[config.mk]
export PLATFORM = sky130hd
export DESIGN_NAME = fcdr_top
export DESIGN_NICKNAME = d
export VERILOG_FILES = /design/src/rtl/fcdr_pkg.sv /design/src/rtl/fcdr_mem_if.sv /design/src/rtl/fcdr_result_mem.sv /design/src/rtl/fcdr_top.sv
export SDC_FILE = /design/constraint.sdc
export NUM_CORES = 1
export LEC_CHECK = 0
export BUFFER_PORTS_ARGS = -buffer_cell sky130_fd_sc_hd__buf_4
export CAP_MARGIN = 20
export CELL_PAD_IN_SITES_DETAIL_PLACEMENT = 1
export CELL_PAD_IN_SITES_GLOBAL_PLACEMENT = 2
export CORE_ASPECT_RATIO = 1.75
export CORE_UTILIZATION = 37
export CTS_CLUSTER_DIAMETER = 50
export DETAILED_ROUTE_END_ITERATION = 8
export GPL_TIMING_DRIVEN = 0
export HOLD_SLACK_MARGIN = 0.06
export PLACE_DENSITY_LB_ADDON = 0.1
export REMOVE_ABC_BUFFERS = 1
export SLEW_MARGIN = 30
export SYNTH_ARGS = -nofsm -noshare
export SYNTH_HDL_FRONTEND = slang
export SYNTH_HIERARCHICAL = 1
export SYNTH_SLANG_ARGS = --single-unit
[constraint.sdc]
create_clock -name clock -period 4.8 [get_ports clock]
set_clock_uncertainty 0.15 [all_clocks]
set_input_delay 0.24 -clock clock [delete_from_list [all_inputs] [get_ports clock]]
set_output_delay 0.24 -clock clock [all_outputs]
set_load 0.005 [all_outputs]
[src/rtl/fcdr_pkg.sv]
package fcdr_pkg;
    // Bus map, byte addresses
    localparam logic [7:0] ADDR_DATA = 8'h00;
    localparam logic [7:0] ADDR_STATUS = 8'h04;
    // Opcodes and masks
    localparam logic [7:0] OP_DUMP = 8'h0e;
    localparam logic [7:0] OP_READ_ID = 8'h0a;
    localparam logic [7:0] OP_READ_ID_MASK = 8'hbf;
    localparam logic [7:0] OP_PERP = 8'h12;
    localparam logic [7:0] OP_LOCK = 8'h14;
    localparam logic [7:0] OP_LOCK_MASK = 8'h7f;
    // Field positions
    localparam int DENSITY_BIT = 6;
    localparam int LOCK_BIT = 7;
    localparam int LOCK_RES_BIT = 4;
    localparam int OVERWRITE_BIT = 7;
    localparam int PERP_LSB = 2;
    localparam int GAP_BIT = 1;
    localparam int WRITE_GATE_BIT = 0;
    // Result values and lengths
    localparam logic [7:0] STATUS_ZERO_INVALID = 8'h80;
    localparam logic [1:0] IC_ABNORMAL = 2'b01;
    localparam logic [7:0] ST1_NO_MARK = 8'h01;
    localparam logic [3:0] DUMP_LEN = 4'ha;
    localparam logic [3:0] READ_ID_LEN = 4'h7;
    localparam logic [3:0] ONE_BYTE = 4'h1;
    // Reset values
    localparam logic [3:0] PERP_RESET = 4'h0;
    localparam logic LOCK_RESET = 1'b0;

    typedef enum logic [2:0] {
        S_IDLE = 3'b000,
        S_PARAM = 3'b001,
        S_EXEC = 3'b010,
        S_FILL = 3'b011,
        S_RESULT = 3'b100
    } fcdr_state_type;

    typedef enum logic [2:0] {
        K_DUMP = 3'b000,
        K_READ_ID = 3'b001,
        K_PERP = 3'b010,
        K_LOCK = 3'b011,
        K_INVALID = 3'b100
    } fcdr_kind_type;
endpackage

[src/rtl/fcdr_mem_if.sv]
`timescale 1ns/1ps
interface fcdr_mem_if;
    logic wr_en;
    logic [3:0] wr_addr;
    logic [7:0] wr_data;
    logic [3:0] rd_addr;
    logic [7:0] rd_data;
    modport ctrl (output wr_en, output wr_addr, output wr_data, output rd_addr, input rd_data);
    modport mem (input wr_en, input wr_addr, input wr_data, input rd_addr, output rd_data);
endinterface

[src/rtl/fcdr_result_mem.sv]
`timescale 1ns/1ps
module fcdr_result_mem (
    // Clock
    input wire logic clock,
    // Ports
    fcdr_mem_if.mem port
);
    logic [7:0] store_ff [0:15];
    logic [7:0] rd_ff;

    // Storage has no reset; a data read outside S_RESULT can return an entry never written
    always_ff @(posedge clock) begin
        if (port.wr_en) begin
            store_ff[port.wr_addr] <= port.wr_data;
        end
        rd_ff <= store_ff[port.rd_addr];
    end

    assign port.rd_data = rd_ff;
endmodule // fcdr_result_mem

[src/rtl/fcdr_top.sv]
// The implementer's own choices: the AHB-Lite slave port and the register addresses.
`timescale 1ns/1ps
module fcdr_top (
    // Clock and reset
    input wire logic clock,
    input wire logic reset_n,
    // AHB-Lite slave
    input wire logic hsel,
    input wire logic [31:0] haddr,
    input wire logic [1:0] htrans,
    input wire logic hwrite,
    input wire logic [2:0] hsize,
    input wire logic hready,
    input wire logic [31:0] hwdata,
    output logic [31:0] hrdata,
    output logic hreadyout,
    output logic hresp,
    // Controller context kept by other command logic
    input wire logic [3:0][7:0] present_cylinder,
    input wire logic [3:0] step_rate,
    input wire logic [3:0] head_unload_time,
    input wire logic [6:0] head_load_time,
    input wire logic non_dma_flag,
    input wire logic [7:0] sector_count,
    input wire logic [7:0] final_sector_number,
    input wire logic last_was_format,
    input wire logic last_was_rw,
    input wire logic cfg_eis,
    input wire logic cfg_efifo,
    input wire logic cfg_poll,
    input wire logic [3:0] cfg_fifothr,
    input wire logic [7:0] cfg_pretrk,
    // Opcode offered to the other command decoders
    output logic [7:0] cmd_byte,
    output logic cmd_strobe,
    input wire logic ext_cmd_claim,
    // ID search on the data separator
    output logic id_search,
    output logic [1:0] id_drive,
    output logic id_head,
    output logic id_double_density,
    input wire logic id_found,
    input wire logic id_fail,
    input wire logic [7:0] id_cyl,
    input wire logic [7:0] id_head_no,
    input wire logic [7:0] id_rec,
    input wire logic [7:0] id_size,
    // Mode state
    output logic standby,
    output logic lock_state,
    output logic [3:0] perp_drive_flags,
    output logic gap_setting,
    output logic write_gate_control
);
    import fcdr_pkg::*;

    typedef struct packed {
        fcdr_state_type state;
        fcdr_kind_type kind;
        logic [2:0] sel;
        logic dd_flag;
        logic [3:0] idx;
        logic [3:0] nres;
        logic [3:0] rptr;
        logic standby;
        logic lock;
        logic [3:0] perp;
        logic gap;
        logic wr_gate;
        logic [7:0] status_zero;
        logic [7:0] st1;
        logic [7:0] idc;
        logic [7:0] idh;
        logic [7:0] idr;
        logic [7:0] idn;
        logic ap_wr;
        logic ap_rd_data;
        logic ap_rd_stat;
    } fcdr_regs_type;

    fcdr_regs_type r_ff;
    fcdr_regs_type nxt_r;
    fcdr_mem_if mem_port ();

    function automatic fcdr_kind_type op_kind(input logic [7:0] op);
        if (op == OP_DUMP) begin
            return K_DUMP;
        end else if ((op & OP_READ_ID_MASK) == OP_READ_ID) begin
            return K_READ_ID;
        end else if (op == OP_PERP) begin
            return K_PERP;
        end else if ((op & OP_LOCK_MASK) == OP_LOCK) begin
            return K_LOCK;
        end else begin
            return K_INVALID;
        end
    endfunction

    function automatic logic [3:0] res_len(input fcdr_kind_type k);
        case (k)
            K_DUMP: return DUMP_LEN;
            K_READ_ID: return READ_ID_LEN;
            default: return ONE_BYTE;
        endcase
    endfunction

    fcdr_result_mem u_mem (
        .clock(clock),
        .port(mem_port.mem)
    );

    logic addr_ok;
    logic data_wr;
    logic data_rd;
    logic [7:0] wbyte;
    logic [7:0] fill_byte;
    logic [7:0] count_byte;

    assign addr_ok = hsel && hready && htrans[1];
    assign data_wr = r_ff.ap_wr;
    assign wbyte = hwdata[7:0];
    // Opcode goes out raw so the other decoders can claim it in the same cycle
    assign cmd_byte = wbyte;
    assign cmd_strobe = data_wr && (r_ff.state == S_IDLE);
    // A read pops in its address phase; the memory then delivers the old slot
    assign data_rd = addr_ok && !hwrite && (haddr[7:0] == ADDR_DATA)
        && (r_ff.state == S_RESULT);

    // Dump byte 6 choice
    always_comb begin
        if (last_was_format) begin
            count_byte = sector_count;
        end else if (last_was_rw) begin
            count_byte = final_sector_number;
        end else begin
            count_byte = sector_count;
        end
    end

    always_comb begin
        fill_byte = 8'h00;
        case (r_ff.kind)
            K_DUMP: begin
                case (r_ff.idx)
                    4'h0: fill_byte = present_cylinder[0];
                    4'h1: fill_byte = present_cylinder[1];
                    4'h2: fill_byte = present_cylinder[2];
                    4'h3: fill_byte = present_cylinder[3];
                    4'h4: fill_byte = {step_rate, head_unload_time};
                    4'h5: fill_byte = {head_load_time, non_dma_flag};
                    4'h6: fill_byte = count_byte;
                    4'h7: fill_byte = {r_ff.lock, 1'b0, r_ff.perp, r_ff.gap, r_ff.wr_gate};
                    4'h8: fill_byte = {1'b0, cfg_eis, cfg_efifo, cfg_poll, cfg_fifothr};
                    default: fill_byte = cfg_pretrk;
                endcase
            end
            K_READ_ID: begin
                case (r_ff.idx)
                    4'h0: fill_byte = r_ff.status_zero;
                    4'h1: fill_byte = r_ff.st1;
                    4'h2: fill_byte = 8'h00;
                    4'h3: fill_byte = r_ff.idc;
                    4'h4: fill_byte = r_ff.idh;
                    4'h5: fill_byte = r_ff.idr;
                    default: fill_byte = r_ff.idn;
                endcase
            end
            K_LOCK: begin
                fill_byte = 8'h00;
                fill_byte[LOCK_RES_BIT] = r_ff.lock;
            end
            default: fill_byte = STATUS_ZERO_INVALID;
        endcase
    end

    assign mem_port.wr_en = (r_ff.state == S_FILL);
    assign mem_port.wr_addr = r_ff.idx;
    assign mem_port.wr_data = fill_byte;
    assign mem_port.rd_addr = r_ff.rptr;

    always_comb begin
        nxt_r = r_ff;
        // Bus address phase capture
        if (hready) begin
            nxt_r.ap_wr = addr_ok && hwrite && (haddr[7:0] == ADDR_DATA);
            nxt_r.ap_rd_data = addr_ok && !hwrite && (haddr[7:0] == ADDR_DATA);
            nxt_r.ap_rd_stat = addr_ok && !hwrite && (haddr[7:0] == ADDR_STATUS);
        end
        case (r_ff.state)
            S_IDLE: begin
                if (data_wr && !ext_cmd_claim) begin
                    nxt_r.kind = op_kind(wbyte);
                    nxt_r.idx = 4'h0;
                    nxt_r.nres = res_len(op_kind(wbyte));
                    nxt_r.standby = 1'b0;
                    case (op_kind(wbyte))
                        K_READ_ID: begin
                            nxt_r.dd_flag = wbyte[DENSITY_BIT];
                            nxt_r.state = S_PARAM;
                        end
                        K_PERP: nxt_r.state = S_PARAM;
                        K_LOCK: begin
                            nxt_r.lock = wbyte[LOCK_BIT];
                            nxt_r.state = S_FILL;
                        end
                        K_INVALID: begin
                            nxt_r.standby = 1'b1;
                            nxt_r.state = S_FILL;
                        end
                        default: nxt_r.state = S_FILL;
                    endcase
                end else if (data_wr) begin
                    nxt_r.standby = 1'b0;
                end
            end
            S_PARAM: begin
                if (data_wr) begin
                    if (r_ff.kind == K_READ_ID) begin
                        nxt_r.sel = wbyte[2:0];
                        nxt_r.state = S_EXEC;
                    end else begin
                        if (wbyte[OVERWRITE_BIT]) begin
                            nxt_r.perp = wbyte[PERP_LSB +: 4];
                        end
                        nxt_r.gap = wbyte[GAP_BIT];
                        nxt_r.wr_gate = wbyte[WRITE_GATE_BIT];
                        nxt_r.state = S_IDLE;
                    end
                end
            end
            S_EXEC: begin
                // Success wins if the separator reports both at once
                if (id_found) begin
                    nxt_r.status_zero = {5'b00000, r_ff.sel};
                    nxt_r.st1 = 8'h00;
                    nxt_r.idc = id_cyl;
                    nxt_r.idh = id_head_no;
                    nxt_r.idr = id_rec;
                    nxt_r.idn = id_size;
                    nxt_r.state = S_FILL;
                end else if (id_fail) begin
                    nxt_r.status_zero = {IC_ABNORMAL, 3'b000, r_ff.sel};
                    nxt_r.st1 = ST1_NO_MARK;
                    nxt_r.idc = id_cyl;
                    nxt_r.idh = id_head_no;
                    nxt_r.idr = id_rec;
                    nxt_r.idn = id_size;
                    nxt_r.state = S_FILL;
                end
            end
            S_FILL: begin
                if (r_ff.idx == r_ff.nres - 4'h1) begin
                    nxt_r.rptr = 4'h0;
                    nxt_r.state = S_RESULT;
                end else begin
                    nxt_r.idx = r_ff.idx + 4'h1;
                end
            end
            S_RESULT: begin
                // Writes during the result phase are dropped
                if (data_rd) begin
                    nxt_r.rptr = r_ff.rptr + 4'h1;
                    if (r_ff.rptr == r_ff.nres - 4'h1) begin
                        nxt_r.state = S_IDLE;
                    end
                end
            end
            default: nxt_r.state = S_IDLE;
        endcase
    end

    always_ff @(posedge clock) begin
        if (!reset_n) begin
            r_ff <= '0;
            r_ff.state <= S_IDLE;
            r_ff.kind <= K_INVALID;
            r_ff.lock <= LOCK_RESET;
            r_ff.perp <= PERP_RESET;
        end else begin
            r_ff <= nxt_r;
        end
    end

    // Data phase answers are zero-wait; status shows the block's progress
    always_comb begin
        hrdata = 32'h0000_0000;
        if (r_ff.ap_rd_data) begin
            hrdata = {24'h000000, mem_port.rd_data};
        end else if (r_ff.ap_rd_stat) begin
            hrdata = {16'h0000, 4'(r_ff.nres - r_ff.rptr), 1'b0, r_ff.state,
                r_ff.standby, r_ff.lock, (r_ff.state == S_EXEC),
                (r_ff.state == S_PARAM), (r_ff.state == S_IDLE),
                (r_ff.state == S_RESULT), 2'b00};
        end
    end

    assign hreadyout = 1'b1;
    assign hresp = 1'b0;
    assign id_search = (r_ff.state == S_EXEC);
    // Drive bits feed the ID search and result byte 0, never a select pin
    assign id_drive = r_ff.sel[1:0];
    assign id_head = r_ff.sel[2];
    assign id_double_density = r_ff.dd_flag;
    assign standby = r_ff.standby;
    assign lock_state = r_ff.lock;
    assign perp_drive_flags = r_ff.perp;
    assign gap_setting = r_ff.gap;
    assign write_gate_control = r_ff.wr_gate;
endmodule // fcdr_top
Yosys cells after proc, flatten, opt, wreduce, memory -nomap -nowiden
Memories as Yosys holds them, arrays and structs flattened. A register that Yosys moved wholly into a read port is not among the register bits.
Cells that the tools add are included.
W data, S select, Z words.
- register bits after elaboration: 81
- memory bits (writable): 128
- input port bits: 190
- word-level logic and storage cells: 129
- memories kept: 1
- memories (memory ; words ; bits a word ; rd ports ; clocked after memory_dff ; wr ports ; RTL line ; RTL):
    u_mem.store_ff ; 16 ; 8 ; 1 ; 1 ; 1 ; fcdr_result_mem.sv:8 ; logic [7:0] store_ff [0:15];
- add/sub/neg operators: 4
- eq/ne operators: 32
- muxes and demuxes: 37
- bitwise logic cells: 1
- reduce and logical (&&, ||, !) cells: 33
- operators by type and width (cell ; number):
    $mux W48 ; 2
    $pmux W8 S9 ; 1
    $pmux W8 S6 ; 1
    $mux W3 ; 12
    $mux W16 ; 2
    $mux W8 ; 3
    $pmux W4 S2 ; 3
    $pmux W8 S3 ; 1
    $reduce_and A3 Y1 ; 6
    $eq A4 B3 Y1 const B ; 4
    $eq A3 B2 Y1 const B ; 5
    $pmux W3 S5 ; 1
    $mux W4 ; 3
    $logic_and A1 B1 Y1 ; 10
    $ne A2 B2 Y1 const B ; 5
    $eq A3 B1 Y1 const B ; 3
    $logic_not A3 Y1 ; 3
    $add A4 B1 Y4 const B ; 2
    $eq A4 B2 Y1 const B ; 2
    $eq A4 B4 Y1 ; 2
    $eq A8 B3 Y1 const B ; 1
    $eq A8 B4 Y1 const B ; 1
    $eq A8 B5 Y1 const B ; 1
    $logic_not A8 Y1 ; 1
    other kinds (20) ; 32

Logic depth before layout (Yosys ltp)
Gate-level depths: netlist (run 1).
- depth in word-level cells: 12
- gate-level depth with buffers: 9
- depth with buffers taken out: 7

Hierarchy
The synthesis (run 1) kept the hierarchy.
- by module, submodules not included (module ; times used ; cells an instance ; area an instance (um2)):
    fcdr_result_mem ; 1 ; 229 ; 5147.4
    fcdr_top ; 1 ; 573 ; 4446.8

Least setup slack after synthesis (run 1)
Ideal clock, no wire load.
- path kind: reg2reg
- start: register r_ff, in the netlist mem_port.wr_addr[1]
- end: memory u_mem.store_ff[0][4], data pin
- arrival: 2.684 ns
- setup slack: 1.674 ns
- cell stages (with the launch flop): 9
- period minus slack after synthesis: 3.126 ns
- cell sequence: dfxtp_1 inv_1 ha_1 clkbuf_1 or4_1 o21ai_1 a22oi_1 a311o_1 a21oi_1
- cells in the longest elaborated chain, start to end: 3
- elaborated cells between the ends (all ways): 12
- ends and longest elaborated chain (item ; RTL line ; RTL):
    start, declared ; fcdr_top.sv:81 ; fcdr_regs_type r_ff;
    start signal, assigned ; fcdr_top.sv:280 ; r_ff <= nxt_r;
    $eq A4 B4 Y1 (tied with other cells) ; fcdr_top.sv:144 ; case (r_ff.idx)
    $pmux W8 S9 or $pmux W8 S6 (tied branches) ; fcdr_top.sv:144, fcdr_top.sv:158 ;
    $pmux W8 S3 * ; fcdr_top.sv:142 ; case (r_ff.kind)
    via fill_byte[4] ; fcdr_top.sv:116 ; logic [7:0] fill_byte;
    end, declared ; fcdr_result_mem.sv:8 ;
Mark *: on every way through the listed nets, which the timed path passes. The rest lies on a longest branch.

Final worst setup path (run 1)
- start: register r_ff, in the netlist mem_port.wr_addr[0]
- end: memory u_mem.store_ff[0][4], data pin
Same word-level chain as after synthesis.

==> results.sh, run 1 <==
export IMPL_status="complete, no violations"
export IMPL_synth_most_common_cell="sky130_fd_sc_hd__edfxtp_1"
export IMPL_fill_cells=2663
export IMPL_routed_via_density=5.50
export IMPL_unrepaired_setup_endpoints_after_global_routing="false"
export IMPL_fp_dieH_um=215
export IMPL_setup_viol=0
export IMPL_buffer_ports_inserted=174
export IMPL_drcViolationCount=0
export IMPL_power_leakage_nw=4.41
export IMPL_count_of_state_elements_after_synthesis=205
export IMPL_ys_flop_type="sky130_fd_sc_hd__edfxtp_1"
export IMPL_sequential_cell_area_um2=5390
export IMPL_ir_drop_mv=0.213
export IMPL_placedInstanceArea_um2=11100
export IMPL_core_region_area_um2=25300
export IMPL_synth_cell_area_um2=9590
export IMPL_clkSinkCount=205
export IMPL_report_final_slew_viol_count=0
export IMPL_post_route_period_util_pct=90.4
export IMPL_grt_antenna_before_repair=0
export IMPL_die_area_um2=26600
export IMPL_rr_worst_depth=7
export IMPL_gp_congestion=0.806
export IMPL_initial_utilization_pct=37.9
export IMPL_slew_headroom_pct=39.0
export IMPL_area_of_the_multi_input_gates_um2=3840
export IMPL_crit_fanout=30
export IMPL_routed_metal_1_wirelength_um=11000
export IMPL_ys_warnings_count=6
export IMPL_cts_tree="done"
export IMPL_clk_pin_slew_worst_paths_ns=0.06
export IMPL_synth_commonest_cells="sky130_fd_sc_hd__edfxtp_1, sky130_fd_sc_hd__nand2_1, sky130_fd_sc_hd__dfxtp_1, sky130_fd_sc_hd__a21oi_1, sky130_fd_sc_hd__nor2_1"
export IMPL_flow_area_growth_from_synthesis_pct=29.6
export IMPL_synth_enable_flop_cells=128
export IMPL_largest_net_degree_at_the_start_of_global_routing=43
export IMPL_vias_in_the_first_global_route=8402
export IMPL_boundaryPins=246
export IMPL_numPlacedInstances=1239
export IMPL_critical_path_reg2reg_endpoint="u_mem/store_ff[0][4]$_DFFE_PP_"
export IMPL_synth_sequential_area_ratio_pct=56.1
export IMPL_ys_types=75
export IMPL_worstSetupStartpointType="flip-flop"
export IMPL_post_dp_hpwl_um=22700
export IMPL_max_cap_violations=0
export IMPL_r2r_setup_slack_ns=0.46
export IMPL_worstPathArrival_ns=4.37
export IMPL_worst_setup_path_type="reg -> reg"
export IMPL_wl_met2_um=16900
export IMPL_gr_usage_all_layers_pct=23.8
export IMPL_launch_instance_of_the_worst_register_to_register_path="mem_port.wr_addr[0]$_SDFFE_PN0P_"
export IMPL_insertedDiodeCount=0
export IMPL_num_rows=77
export IMPL_critical_path_endpoint="u_mem/store_ff[0][4]$_DFFE_PP_"
export IMPL_critPathRequiredTime_ns=4.83
export IMPL_finalCriticalPeriod_ns=4.34
export IMPL_f_max_mhz=231
export IMPL_top_signal_layer_used="met4"
export IMPL_final_antenna_net_count=0
export IMPL_syn_area_per_cell_um2=12.0
export IMPL_finish_net_count=1210
export IMPL_proportion_of_register_bits_with_asynchronous_set_or_reset_after_synthesis_pct=0
export IMPL_hold_path_class="in -> reg"
export IMPL_postLayoutCoreUtil_pct=49.1
export IMPL_drt_first_pass_iters=4
export IMPL_cts_setup_buffers=0
export IMPL_hold_violations=0
export IMPL_ys_top_cells_by_area="sky130_fd_sc_hd__edfxtp_1, sky130_fd_sc_hd__dfxtp_1, sky130_fd_sc_hd__nand2_1"
export IMPL_share_of_post_route_cells_with_drive_strength_above_1_pct=26.7
export IMPL_design_power_total_mw=3.58
export IMPL_post_synth_top_area_cell="sky130_fd_sc_hd__edfxtp_1"
export IMPL_hold_worst_slack_ns=0.201
export IMPL_gr_ovfl_total=0
export IMPL_power_per_cell_area_nw_per_um2=288
export IMPL_final_instance_count_excl_fill=1341
export IMPL_average_routed_wire_per_standard_cell_um=23.0
export IMPL_route_met3_wl_um=1240
export IMPL_grt_pass1_wl_um=47200
export IMPL_post_synthesis_instance_total=802
export IMPL_tightestPinTransition_ns=0.909
export IMPL_clock_tree_buffer_depth=3
export IMPL_via_count=7370
export IMPL_post_route_cell_area_um2=12400
export IMPL_crit_path_end_kind="flip-flop"
export IMPL_library_cell_used_as_clock_root_buffer="sky130_fd_sc_hd__clkbuf_16"
export IMPL_drt_wl_total_um=30800
export IMPL_timing_critical_path_from="mem_port.wr_addr[0]$_SDFFE_PN0P_"
export IMPL_inserted_clock_buffers=21
export IMPL_clock_tree_htree_level_count=1
export IMPL_first_iter_violations=374
export IMPL_clk_latency_ns=0.51
export IMPL_area_fraction_of_the_dominant_cell_type_after_synthesis_pct=40.1
export IMPL_die_w_um=124
==> cell families after synthesis <==
| group | count (synthesis) | synth area share (%) |
|---|---|---|
| AOI/OAI and AO/OA | 188 | 13.5 |
| xor gates and xnor gates | 14 | 1.42 |
| adders and majority gates | 10 | 1.38 |
| buffers and inverters | 95 | 5.54 |
| DFF | 205 | 56.1 |
| muxes | 52 | 10.2 |
| other | 2 | 0.0783 |
| and+or+nand+nor | 236 | 11.8 |
==> state kept, by name, summed over array words and instances, names as in the netlist <==
signal,cells
perp_drive_flags,4
r_ff,48
gap_setting,1
write_gate_control,1
mem_port.wr_addr,4
standby,1
id_drive,2
u_mem/port.rd_data,8
u_mem/store_ff,128
id_double_density,1
id_head,1
mem_port.rd_addr,4
data_wr,1
lock_state,1
==> layout by cell type (no fill, tap or decap), types with 9 or more instances in the layout <==
cell type and n:
sky130_fd_sc_hd__nand3_1 13, sky130_fd_sc_hd__conb_1 19, sky130_fd_sc_hd__clkbuf_16 21, sky130_fd_sc_hd__nor2_1 39, sky130_fd_sc_hd__edfxtp_1 128, sky130_fd_sc_hd__nand2_1 110, sky130_fd_sc_hd__a21oi_1 66, sky130_fd_sc_hd__nor2b_1 10
sky130_fd_sc_hd__inv_1 14, sky130_fd_sc_hd__a221oi_1 10, sky130_fd_sc_hd__buf_4 175, sky130_fd_sc_hd__dlygate4sd3_1 64, sky130_fd_sc_hd__a22oi_1 35, sky130_fd_sc_hd__mux4_1 14, sky130_fd_sc_hd__mux4_2 18, sky130_fd_sc_hd__dfxtp_1 73
sky130_fd_sc_hd__nand2b_1 9, sky130_fd_sc_hd__mux2i_1 19
==> through the flow <==
step | setup slack [ns] | TNS (ns)
floorplan | 1.45 | 0
global placement | -0.296 | -12.21
detailed placement | 0.472 | 0
CTS | 0.408 | 0
global route | 0.277 | 0
finish | 0.462 | 0
==> final cells by class <==
cell class                 instances  share of cell area (%)
multi-input combinational        519                    30.9
clock buffer                      25                    4.43
sequential                       205                    43.4
clock inverter                    13                   0.725
timing repair buffer             246                    16.9
inverter                          17                   0.523
tap                              316                    3.18
==> how the worst min path moves through the flow <==
stage | startpoint | to | slack, ns | cells past startpoint
finish | hwrite | mem_port.rd_addr[0]$_SDFFE_PN0P_ | 0.20 | 5
global route | hwrite | mem_port.rd_addr[0]$_SDFFE_PN0P_ | 0.22 | 5
CTS | hwrite | mem_port.rd_addr[0]$_SDFFE_PN0P_ | 0.19 | 5
detailed placement | r_ff[5]$_SDFFE_PN0P_ | r_ff[5]$_SDFFE_PN0P_ | 0.30 | 2
global placement | id_found | r_ff[35]$_SDFFE_PN0P_ | 0.29 | 2
floorplan | id_found | r_ff[35]$_SDFFE_PN0P_ | 0.19 | 1
==> what timing repair did <==
item	CTS	global route
resized for setup	0	0
hold buffers	64	0
hold endpoints to repair	59	0
==> report_power, final <==
group,internal [mW],switching [mW],total (mW)
clock,0.873,0.678,1.55
sequential,1.85,0.0000348,1.85
combinational,0.116,0.0632,0.179
==> worst max-delay path, cell delays in order, from the launching register on <==
cell and delay [ns]:
sky130_fd_sc_hd__dfxtp_1 0.77, sky130_fd_sc_hd__inv_1 0.15, sky130_fd_sc_hd__ha_2 0.47, sky130_fd_sc_hd__or4_1 0.61, sky130_fd_sc_hd__o21ai_1 0.44, sky130_fd_sc_hd__a22oi_1 0.30, sky130_fd_sc_hd__a311o_1 0.43, sky130_fd_sc_hd__a21oi_2 0.65
==> layer usage <==
| metal | GRT usage [%] | vias to the layer above |
|---|---|---|
| li1 | - | 3384 |
| met1 | 24.7 | 3672 |
| met2 | 44.6 | 238 |
| met3 | 3.42 | 76 |
| met4 | 12.6 | 0 |
| met5 | 0 | - |
No activity file was read; power rests on OpenSTA's default activity.
==> run 2: changes to the inputs <==
--- a/config.mk
+++ b/config.mk
@@ -10,7 +10,7 @@
 export CELL_PAD_IN_SITES_DETAIL_PLACEMENT = 1
 export CELL_PAD_IN_SITES_GLOBAL_PLACEMENT = 2
 export CORE_ASPECT_RATIO = 1.75
-export CORE_UTILIZATION = 37
+export CORE_UTILIZATION = 31
 export CTS_CLUSTER_DIAMETER = 50
 export DETAILED_ROUTE_END_ITERATION = 8
 export GPL_TIMING_DRIVEN = 0
==> constraint.sdc (replaced) <==
create_clock -name clock -period 3.8 [get_ports clock]
set_clock_uncertainty 0.15 [all_clocks]
set_input_delay 0.19 -clock clock [delete_from_list [all_inputs] [get_ports clock]]
set_output_delay 0.19 -clock clock [all_outputs]
set_load 0.005 [all_outputs]
==> run 2 against run 1 <==
  * First-iteration DRC count decreased by 18%
  * Die area grew 19%
  * Critical path depth shrank 2
  * Clock power is 47% higher
  * Register-to-register slack got worse by 0.17 ns
  * Largest cell class unchanged
  * Highest routed layer unchanged
  * Utilization down 6.9 points
  * Flip-flop and latch count is the same
  * Non-clock buffer count up 8
  * Critical endpoint is now u_mem/store_ff[7][4]$_DFFE_PP_
==> results.sh, run 2 (same netlist as run 1, synthesis figures left out) <==
export IMPL_launch_instance_of_the_worst_register_to_register_path="mem_port.wr_addr[3]$_SDFFE_PN0P_"
export IMPL_power_leakage_nw=4.53
export IMPL_timing_hold_worst_start="cfg_pretrk[7]"
export IMPL_drcViolationCount=0
export IMPL_ir_drop_mv=0.292
export IMPL_die_w_um=135
export IMPL_critical_path_reg2reg_endpoint="u_mem/store_ff[7][4]$_DFFE_PP_"
export IMPL_drt_wl_total_um=30700
export IMPL_routed_via_density=5.04
export IMPL_met2_usage_pct=38.5
export IMPL_worstPathArrival_ns=3.61
export IMPL_grt_antenna_before_repair=0
export IMPL_grt_met3_usage_pct=2.83
export IMPL_clk_pin_slew_worst_paths_ns=0.07
export IMPL_fp_dieH_um=235
export IMPL_power_net_switching_mw=1.08
export IMPL_hold_path_class="in -> reg"
export IMPL_clock_power_share_pct=47.1
export IMPL_hold_violations=0
export IMPL_finalSetupTns_ns=0
export IMPL_finalCriticalPeriod_ns=3.50
export IMPL_clk_latency_ns=0.53
export IMPL_final_antenna_net_count=0
export IMPL_post_route_period_util_pct=92.2
export IMPL_cts_tree="done"
export IMPL_regMostFlops="u_mem/store_ff"
export IMPL_largest_reg_flops=128
export IMPL_flow_area_growth_from_synthesis_pct=33.0
export IMPL_largest_net_degree_at_the_start_of_global_routing=61
export IMPL_share_comb_of_total_power_pct=4.6
export IMPL_inserted_clock_buffers=24
export IMPL_r2r_setup_slack_ns=0.30
export IMPL_critPathRequiredTime_ns=3.91
export IMPL_grt_pass1_wl_um=47000
export IMPL_clock_tree_htree_level_count=1
export IMPL_rr_worst_depth=5
export IMPL_f_max_mhz=285
export IMPL_cts_setup_buffers=0
export IMPL_clkSinkCount=205
export IMPL_netSwitchingFraction_pct=22.3
export IMPL_slew_headroom_pct=33.9
export IMPL_power_per_cell_area_nw_per_um2=379
export IMPL_buffer_ports_inserted=174
export IMPL_setup_viol=0
export IMPL_drt_first_pass_iters=4
export IMPL_postLayoutSetupSlackWorst_ns=0.295
export IMPL_clock_tree_buffer_depth=3
export IMPL_library_cell_used_as_clock_root_buffer="sky130_fd_sc_hd__clkbuf_16"
export IMPL_initial_utilization_pct=31.7
export IMPL_gr_usage_all_layers_pct=19.8
export IMPL_worstSetupStartpointType="flip-flop"
export IMPL_report_final_slew_viol_count=0
export IMPL_share_of_post_route_cells_with_drive_strength_above_1_pct=28.3
export IMPL_internal_power_mw=3.75
export IMPL_post_dp_hpwl_um=22600
export IMPL_min_delay_worst_endpoint="u_mem/store_ff[4][7]$_DFFE_PP_"
export IMPL_first_iter_violations=306
export IMPL_unrepaired_setup_endpoints_after_global_routing="false"
export IMPL_fill_cells=3301
export IMPL_min_path_cells=4
export IMPL_vias_in_the_first_global_route=7992
export IMPL_gr_ovfl_total=0
export IMPL_worst_setup_path_type="reg -> reg"
export IMPL_average_routed_wire_per_standard_cell_um=21.5
export IMPL_global_route_peak_usage_layer="met2"
export IMPL_gp_congestion=0.756
export IMPL_crit_fanout=26
export IMPL_via_count=7194
export IMPL_post_place_ws_ns=-0.424
export IMPL_insertedDiodeCount=0
export IMPL_boundaryPins=246
export IMPL_met1_track_usage_gr_pct=21.1
export IMPL_tightestPinTransition_ns=0.988
export IMPL_die_area_um2=31700
export IMPL_p_seq_share_pct=48.3
export IMPL_num_rows=84
export IMPL_core_region_area_um2=30300
export IMPL_layout_cells_most_common_list="sky130_fd_sc_hd__buf_4, sky130_fd_sc_hd__edfxtp_1, sky130_fd_sc_hd__nand2_1, sky130_fd_sc_hd__dfxtp_1, sky130_fd_sc_hd__dlygate4sd3_1"
export IMPL_status="complete, no violations"
export IMPL_crit_path_end_kind="flip-flop"
export IMPL_max_cap_violations=0
export IMPL_finish_net_count=1221
export IMPL_layout_commonest_cell="sky130_fd_sc_hd__buf_4"
==> run 2: per-stage QoR <==
step	hold slack [ns]	instances	cell area [um2]	total power [mW]	util, %
3_5_place_dp	0.272	1314	11300	2.57	37.2
6_report	0.108	1426	12800	4.83	42.2
4_1_cts	0.0899	1426	12700	4.91	42.1
5_1_grt	0.126	1426	12800	4.99	42.2
3_3_place_gp	0.249	1302	11000	2.56	36.3
2_1_floorplan	0.137	741	9190	2.42	-
==> run 2: power groups by stage <==
stage / combinational [mW] / sequential (mW) / clock, mW
6_report: 0.222 / 2.33 / 2.28
3_5_place_dp: 0.183 / 2.38 / 0
5_1_grt: 0.240 / 2.33 / 2.42
3_3_place_gp: 0.178 / 2.38 / 0
4_1_cts: 0.223 / 2.33 / 2.35
2_1_floorplan: 0.0388 / 2.38 / 0
==> run 2: layout make-up <==
cell class                 count  area (um2)  area share, %
clock buffer                  26         618           4.84
clock inverter                18         166           1.30
inverter                      17        68.8          0.539
multi-input combinational    519        3860           30.3
sequential                   205        5400           42.3
tap                          387         484           3.79
timing repair buffer         254        2160           16.9
==> run 2: timing repair <==
action | in CTS | in global routing
gates cloned | 0 | 0
hold buffers | 68 | 0
hold endpoints to repair | 64 | 0
endpoints found under the setup margin | 64 | 48
gates resized for setup | 4 | 1
==> run 2: worst max-delay path by stage <==
stage                                                start                         endpoint  slack (ns)  depth (start not counted)
after global placement    mem_port.wr_addr[3]$_SDFFE_PN0P_  u_mem/store_ff[14][7]$_DFFE_PP_       -1.38                          4
after floorplan           mem_port.wr_addr[0]$_SDFFE_PN0P_   u_mem/store_ff[0][4]$_DFFE_PP_        0.45                          7
after global routing      mem_port.wr_addr[3]$_SDFFE_PN0P_  u_mem/store_ff[11][4]$_DFFE_PP_        0.04                          5
final                     mem_port.wr_addr[3]$_SDFFE_PN0P_   u_mem/store_ff[7][4]$_DFFE_PP_        0.30                          5
after detailed placement  mem_port.wr_addr[0]$_SDFFE_PN0P_   u_mem/store_ff[9][4]$_DFFE_PP_       -0.42                          8
after CTS                 mem_port.wr_addr[3]$_SDFFE_PN0P_   u_mem/store_ff[9][4]$_DFFE_PP_        0.02                          5
==> run 2: critical path, cell delays in order, from the launching register on <==
cell                       delay, ns
sky130_fd_sc_hd__dfxtp_2        0.73
sky130_fd_sc_hd__clkinv_1       0.65
sky130_fd_sc_hd__o21ai_2        0.58
sky130_fd_sc_hd__a22oi_1        0.18
sky130_fd_sc_hd__a311o_1        0.43
sky130_fd_sc_hd__a21oi_4        0.47
==> run 2: layer usage <==
layer  vias up  wire length (um)
li1       3422                 -
met5         -                 0
met4         0               933
met2       195             17200
met1      3538             11300
met3        39              1180
